**config.mk**
```make
export PLATFORM = sky130hd
export DESIGN_NAME = pdmu_message_unit
export DESIGN_NICKNAME = d
export VERILOG_FILES = /design/src/pdmu_message_unit.v
export VERILOG_INCLUDE_DIRS = /design/src
export SDC_FILE = /design/constraint.sdc
export NUM_CORES = 1
export LEC_CHECK = 0
export CAP_MARGIN = 10
export CORE_ASPECT_RATIO = 0.75
export CORE_MARGIN = 1.5
export CORE_UTILIZATION = 48
export CTS_BUF_LIST = sky130_fd_sc_hd__clkbuf_4 sky130_fd_sc_hd__clkbuf_8 sky130_fd_sc_hd__clkbuf_16
export CTS_CLUSTER_SIZE = 28
export DETAILED_ROUTE_END_ITERATION = 16
export DONT_BUFFER_PORTS = 1
export PLACE_DENSITY_LB_ADDON = 0.15
export SYNTH_ARGS = -nofsm -noshare
export SYNTH_HDL_FRONTEND = slang
export SYNTH_SLANG_ARGS = --single-unit
export TNS_END_PERCENT = 50
```
**constraint.sdc**
```tcl
create_clock -name clk -period 24.5 [get_ports clk]
set_input_delay 4.9 -clock clk [delete_from_list [all_inputs] [get_ports clk]]
set_output_delay 4.9 -clock clk [all_outputs]
set_load 0.01 [all_outputs]
```
**src/pdmu_consts.vh**
```
// Constants for the doorbell and message unit.
// Assumes inclusion by bare name from the design file.
`ifndef PDMU_CONSTS_VH
`define PDMU_CONSTS_VH
`define PDMU_WORD_W 32
`define PDMU_SEL_W 2
`define PDMU_SEL_DB 2'h0
`define PDMU_SEL_MSG0 2'h1
`define PDMU_SEL_MSG1 2'h2
`define PDMU_MSG_N 2
`define PDMU_ZERO_WORD 32'h00000000
`endif

```
**src/pdmu_message_unit.v**
```verilog
// Doorbell and message mailbox between a PCI host side and the local core.
// Assumes both sides present single-cycle write/read/acknowledge strobes
// synchronous to clk; the host side is already in the clk domain.
// Interrupt outputs are plain levels; the interrupt controller downstream
// prioritises them and owns any masking.
//
// Overview of operation
// One 32-bit inbound doorbell, host writable.
// Host sets inbound bits; any set bit interrupts core.
// Outbound doorbell write leaving bits set asserts INTA.
// Only host clears outbound bits, writing ones.
// Two inbound, two outbound 32-bit message registers.
// Inbound message write stores and interrupts core.
// Core outbound message write asserts INTA.
// Outbound events external, inbound events to core.
// Queues live in memory, outside this block.
// Core clears inbound doorbell bits by writing ones.
// Message interrupts held until read or acknowledge.
`timescale 1ns/1ps
`default_nettype none
`include "pdmu_consts.vh"

module pdmu_message_unit #(
    parameter WORD_W = `PDMU_WORD_W
) (
    input wire clk,
    input wire rstn,
    input wire ce,
    // Host (PCI) side.
    input wire host_wr,
    input wire host_rd,
    input wire [`PDMU_SEL_W-1:0] host_sel,
    input wire [WORD_W-1:0] host_wdata,
    output reg [WORD_W-1:0] host_rdata,
    output wire inta_n,
    // Local core side.
    input wire core_wr,
    input wire core_rd,
    input wire core_ack,
    input wire [`PDMU_SEL_W-1:0] core_sel,
    input wire [WORD_W-1:0] core_wdata,
    output reg [WORD_W-1:0] core_rdata,
    output wire core_irq,
    output wire outbound_irq
);

    localparam MSG_N = `PDMU_MSG_N;

    reg rst_meta;
    reg rst_sync;
    reg [WORD_W-1:0] in_db;
    reg [WORD_W-1:0] out_db;
    reg [WORD_W-1:0] next_in_db;
    reg [WORD_W-1:0] next_out_db;
    reg [WORD_W-1:0] next_host_rdata;
    reg [WORD_W-1:0] next_core_rdata;
    wire [MSG_N*WORD_W-1:0] in_msg_all;
    wire [MSG_N*WORD_W-1:0] out_msg_all;
    wire [MSG_N-1:0] in_pend;
    wire [MSG_N-1:0] out_pend;
    wire [WORD_W-1:0] host_db_mask;
    wire [WORD_W-1:0] core_db_mask;
    wire host_db_wr;
    wire core_db_wr;
    wire any_in_db;
    wire any_out_db;

    assign host_db_wr = host_wr && (host_sel == `PDMU_SEL_DB);
    assign core_db_wr = core_wr && (core_sel == `PDMU_SEL_DB);

    // Ones in a doorbell write set bits on the far register and clear bits
    // on the near one; a zero word leaves both untouched.
    assign host_db_mask = host_db_wr ? host_wdata : `PDMU_ZERO_WORD;
    assign core_db_mask = core_db_wr ? core_wdata : `PDMU_ZERO_WORD;

    // Reset is applied at once but released through two flops, so every
    // register leaves reset on the same clean edge.
    always @(posedge clk or negedge rstn)
    begin
        if (!rstn)
        begin
            rst_meta <= 1'b0;
            rst_sync <= 1'b0;
        end
        else
        begin
            rst_meta <= 1'b1;
            rst_sync <= rst_meta;
        end
    end

    // Set wins over clear: a bit rung by one side in the very cycle the
    // other side clears it stays set, so no doorbell is silently lost.
    always @*
    begin
        next_in_db = (in_db & ~core_db_mask) | host_db_mask;
        next_out_db = (out_db & ~host_db_mask) | core_db_mask;
    end

    always @(posedge clk or negedge rst_sync)
    begin
        if (!rst_sync)
        begin
            in_db <= `PDMU_ZERO_WORD;
            out_db <= `PDMU_ZERO_WORD;
        end
        else if (ce)
        begin
            in_db <= next_in_db;
            out_db <= next_out_db;
        end
    end

    // Only the register end of each mailbox lives here; the queues that
    // feed it stay in local memory and are moved by the core.
    genvar i;
    generate
        for (i = 0; i < MSG_N; i = i + 1)
        begin : msg_g
            localparam [`PDMU_SEL_W-1:0] SEL_CODE =
                (i == 0) ? `PDMU_SEL_MSG0 : `PDMU_SEL_MSG1;
            reg [WORD_W-1:0] in_word;
            reg [WORD_W-1:0] out_word;
            reg in_flag;
            reg out_flag;
            wire host_load = host_wr && (host_sel == SEL_CODE);
            wire core_load = core_wr && (core_sel == SEL_CODE);
            wire host_take = host_rd && (host_sel == SEL_CODE);
            wire core_take = core_ack && (core_sel == SEL_CODE);

            always @(posedge clk or negedge rst_sync)
            begin
                if (!rst_sync)
                begin
                    in_word <= `PDMU_ZERO_WORD;
                    out_word <= `PDMU_ZERO_WORD;
                    in_flag <= 1'b0;
                    out_flag <= 1'b0;
                end
                else if (ce)
                begin
                    if (host_load)
                    begin
                        in_word <= host_wdata;
                    end
                    if (core_load)
                    begin
                        out_word <= core_wdata;
                    end
                    // A fresh message beats an acknowledge of the old one.
                    in_flag <= host_load | (in_flag & ~core_take);
                    out_flag <= core_load | (out_flag & ~host_take);
                end
            end

            assign in_msg_all[i*WORD_W +: WORD_W] = in_word;
            assign out_msg_all[i*WORD_W +: WORD_W] = out_word;
            assign in_pend[i] = in_flag;
            assign out_pend[i] = out_flag;
        end
    endgenerate

    // The host reads what the core writes; the unmapped selector reads as
    // zero so a stray read never returns stale data.
    always @*
    begin
        case (host_sel)
            `PDMU_SEL_DB: next_host_rdata = out_db;
            `PDMU_SEL_MSG0: next_host_rdata = out_msg_all[WORD_W-1:0];
            `PDMU_SEL_MSG1: next_host_rdata = out_msg_all[2*WORD_W-1:WORD_W];
            default: next_host_rdata = `PDMU_ZERO_WORD;
        endcase
    end

    // The core reads the inbound side, which the host writes.
    always @*
    begin
        case (core_sel)
            `PDMU_SEL_DB: next_core_rdata = in_db;
            `PDMU_SEL_MSG0: next_core_rdata = in_msg_all[WORD_W-1:0];
            `PDMU_SEL_MSG1: next_core_rdata = in_msg_all[2*WORD_W-1:WORD_W];
            default: next_core_rdata = `PDMU_ZERO_WORD;
        endcase
    end

    // Read data is registered and held until the next read on that side.
    always @(posedge clk or negedge rst_sync)
    begin
        if (!rst_sync)
        begin
            host_rdata <= `PDMU_ZERO_WORD;
        end
        else if (ce && host_rd)
        begin
            host_rdata <= next_host_rdata;
        end
    end

    always @(posedge clk or negedge rst_sync)
    begin
        if (!rst_sync)
        begin
            core_rdata <= `PDMU_ZERO_WORD;
        end
        else if (ce && core_rd)
        begin
            core_rdata <= next_core_rdata;
        end
    end

    assign any_in_db = |in_db;
    assign any_out_db = |out_db;

    // Outbound events leave as the external request toward the host and
    // inbound ones as the internal request to the core; the interrupt
    // controller downstream does any prioritising.
    assign outbound_irq = any_out_db | (|out_pend);
    assign inta_n = ~outbound_irq;
    assign core_irq = any_in_db | (|in_pend);

endmodule // pdmu_message_unit

`default_nettype wire

```
**Word level (Yosys, flattened, before mapping)**

Cells that the tools add are included.

- Input bits: 76
- Output and inout port bits: 67
- Word-level logic and storage cells: 65
- Flip-flop bits (word level): 262

- Bitwise operators: 21
- Mux-type cells: 4
- Reduce and logical (&&, ||, !) cells: 22
- Equal/unequal tests: 4

Operator list:

| cell | number |
|---|---|
| $pmux W32 S3 | 2 |
| $and A32 B32 Y32 | 2 |
| $mux W32 | 2 |
| $not A32 Y32 | 2 |
| $or A32 B32 Y32 | 2 |
| $reduce_or A32 Y1 | 2 |
| $logic_and A1 B1 Y1 | 12 |
| $reduce_and A2 Y1 | 4 |
| $or A1 B1 Y1 | 6 |
| $not A1 Y1 | 5 |
| $and A1 B1 Y1 | 4 |
| $eq A2 B1 Y1 const B | 2 |
| $eq A2 B2 Y1 const B | 2 |
| $logic_not A2 Y1 | 2 |
| $reduce_or A2 Y1 | 2 |

**Longest topological paths before layout**

- Depth in word-level cells: 6
- Mapped depth: 6
- Gate-level depth less buffers: 3

**Worst setup path before layout**

Ideal clock, no wire load.

- Path kind: register to output
- Start: reg out_db[10]
- End: out outbound_irq
- Data arrival time: 1.132 ns
- Path buffers: 0
- Path slack: 18.468 ns
- Cell stages (with the launch flop): 4
- Cells stage by stage: dfrtp_1 -> nor4_1 -> nand3_1 -> or3_1

- Cells in the longest elaborated chain, start to end: 2

Ends and longest elaborated chain:

| what | RTL line | RTL |
|---|---|---|
| start, declared | pdmu_message_unit.v:52 | `reg [WORD_W-1:0] out_db;` |
| start signal, assigned | pdmu_message_unit.v:105 | `` out_db <= `PDMU_ZERO_WORD; `` |
| start signal, assigned | pdmu_message_unit.v:110 | `out_db <= next_out_db;` |
| $reduce_or A32 Y1 | pdmu_message_unit.v:212 | `assign any_out_db = \|out_db;` |
| $or A1 B1 Y1 | pdmu_message_unit.v:217 | `assign outbound_irq = any_out_db \| (\|out_pend);` |
| end, declared | pdmu_message_unit.v:44 | `output wire outbound_irq` |

Every way passes these cells.

**Worst setup path after layout**

- Start: reg out_db[20]
- End: out inta_n

- Cells in the longest elaborated chain, start to end: 3

Ends and longest elaborated chain:

| what | RTL line | RTL |
|---|---|---|
| $reduce_or A32 Y1 | pdmu_message_unit.v:212 |  |
| $or A1 B1 Y1 | pdmu_message_unit.v:217 |  |
| $not A1 Y1 | pdmu_message_unit.v:218 | `assign inta_n = ~outbound_irq;` |
| end, declared | pdmu_message_unit.v:35 | `output wire inta_n,` |

Every way passes these cells.

==> results.md <==
* R2r setup slk at 22470 ps
* CTS tree: done
* Most common cell after layout, fill and taps aside: dfrtp_1
* # IOs at 143
* Status: complete, no violations
* Clock Tree Root: clkbuf_16
* Iter 0 DRT Violations at 534
* RR Endpoint: msg_g[0].out_word[30]
* Slew HR at 0.200
* Mapped Nets at 964
* Setup bufs post-CTS at 0
* Post-Layout Cell Count at 1180
* Initial Utilization at 0.494
* Die X at 182 um
* Setup ws final at 17510 ps
* Row cnt at 48
* Total Routed Length at 28500 um
* Register area share after synthesis at 0.571
* Via-per-instance ratio at 5.96
* Largest net degree at the start of global routing at 191
* Critical Path AT at 2090 ps
* Worst-path cell chain: nor4_1 -> nand4_1 -> nor3_1
* Crit path required time at 19600 ps
* #FFs+latches synth at 262
* Share of the synthesized area in the top cell type at 0.571
* GRT overflow at 0
* Max VDD drop at 0.0526 mV
* DIE AREA at 24900 um^2
* TritonRoute pass-1 iters at 5
* Longest Clk Path Bufs at 3
* NumNets Final at 935
* Final instance area at 12500 um^2
* Most frequent cells in the layout: dfrtp_1 (261), nand2_1 (73), mux2_2 (70)
* RSZ-0062 raised after global routing: false
* Max Cap Viol at 0
* Avg Inst Size Synth at 12.9 um^2
* Die H at 137 um
* Main area contributors after synthesis: dfrtp_1 (57%), mux2_4 (7.6%), mux2_2 (6.9%), mux2i_1 (5.6%), a22o_1 (4.9%)
* Cts hold-fix bufs at 0
* Mapped Area at 11500 um^2
* Power, Total at 1.17 mW
* Post-Route Skew at 11.4 ps
* Tmin final at 6990 ps
* CORE AREA at 23200 um^2
* FILL cells at 1926
* Vias after detailed routing at 7034
* Initial antenna violation count at 0
* IO buf count at 0
* Area delta synth->final at 8.57%
* Critical path launch point type: flop
* Fin. max-slew vios at 0
* Vias in the first global route at 7313
* Synth cell types at 27
* Final hold vios at 0
* Synth Instances at 888
* Resize count post-CTS at 0
* Antenna viol nets, final at 0
* Crit path from: out_db[20]
* Post-route DRC violation count at 0
* Final core occ at 0.537
* Fmax achieved at 143 MHz
* Hold slack final at 349 ps
* Number of H-tree levels at 1
* CP peak stage delay at 520 ps
* HPWL after detailed placement at 18900 um
* Setup TNS at 0 ps
* Worst Max-Slew Pin Slew at 1200 ps
* Setup-failing EPs final at 0
* Total CTS buffers at 27
* Critical Path End: inta_n
* Final Cycle Share at 0.285
* CP endpoint kind: output port
* Cell taking the most area after synthesis: dfrtp_1
* First-pass GRT wire length at 44600 um
* Register-to-Register Path Depth at 1
* RR Startpoint: rst_sync
* Placed Instances at 1130
* Pre-CTS WS at 17520 ps
* Clk slew on worst S/H paths at 60 ps
* Tightest Hold Check Type: flop to flop
* Lkg Pwr at 5.74 nW
* Crit Path Category: flop to output port
* Clk_lat worst skew at 520 ps
* Dpl cell area at 11600 um^2
* All-layer global routing usage at 0.234
* GP Congestion at 0.771
* Wire per inst at 24.1 um
* Critical path's slowest cell: nor4_1
* Crit-path max FO at 3
* Power Density at 93.9 nW/um^2
* Layout cells sized above 1 at 0.223
* CTS Sinks at 262
* Synth warnings at 0
==> where the power goes <==
part | leakage [nW] | total (mW) | internal, mW | switching (mW)
clock network | 0.452 | 0.402 | 0.235 | 0.167
logic | 2.17 | 0.170 | 0.106 | 0.0639
registers | 3.11 | 0.600 | 0.523 | 0.0771
total | 5.74 | 1.17 | 0.864 | 0.308
==> cells by family after synthesis <==
family,synth area share
other cells,0.000326
simple gates,0.0695
mux,0.200
compound gates,0.126
buf+inv,0.0331
flops,0.571
==> critical path, delay by kind of cell, from the launching register on <==
| kind | cells | cell delay, ps |
|---|---|---|
| AND/OR/NAND/NOR | 3 | 1160 |
| flip-flops | 1 | 400 |
==> cell type report <==
class	count	area, um^2	share of cell area
sequential	262	6560	0.526
multi-input combinational	561	4590	0.368
clock buffer	41	837	0.0671
tap	300	375	0.0301
timing repair buffer	7	65.1	0.00522
clock inverter	8	43.8	0.00351
antenna	1	2.50	0.000201
==> registers in the layout, indices dropped and copies added (netlist names) <==
| register | count |
|---|---|
| msg_g.out_flag | 2 |
| rst_meta | 1 |
| msg_g.out_word | 64 |
| out_db | 32 |
| in_db | 32 |
| rst_sync | 1 |
| msg_g.in_word | 64 |
| core_rdata | 32 |
| msg_g.in_flag | 2 |
| host_rdata | 32 |
==> cell usage after synthesis <==
cell       count
a21bo_2        1
a21oi_1       64
a22o_1        64
a2bb2oi_1     64
and2_1         2
buf_1          5
buf_2         31
buf_4         14
buf_6          6
clkbuf_1       9
conb_1         1
dfrtp_1      262
mux2_2        70
mux2_4        58
mux2i_1       64
nand2_1       73
nand3_1        2
nand3_4        2
nand4_1        2
nand4b_1       3
nand4b_2       2
nor2_1        66
nor2b_1        2
nor3_1         1
nor4_1        16
nor4bb_1       2
or3_1          2
==> per-layer routing <==
| layer | routed length, um | part of all wire | track usage |
|---|---|---|---|
| met1 | 13400 | 0.47 | 0.336 |
| met2 | 12100 | 0.43 | 0.342 |
| met3 | 2400 | 0.084 | 0.0780 |
| met4 | 614 | 0.022 | 0.0588 |
| met5 | 0 | 0 | 0 |
==> worst min-delay path by stage <==
stage | from | to | slack [ps] | cells past startpoint
finish | rst_meta | rst_sync | 350 | 0
global route | rst_meta | rst_sync | 370 | 0
CTS | rst_meta | rst_sync | 350 | 0
detailed placement | rst_meta | rst_sync | 340 | 0
global placement | rst_meta | rst_sync | 340 | 0
floorplan | rst_meta | rst_sync | 330 | 0
Note: power is estimated with default switching activity, not from simulation.
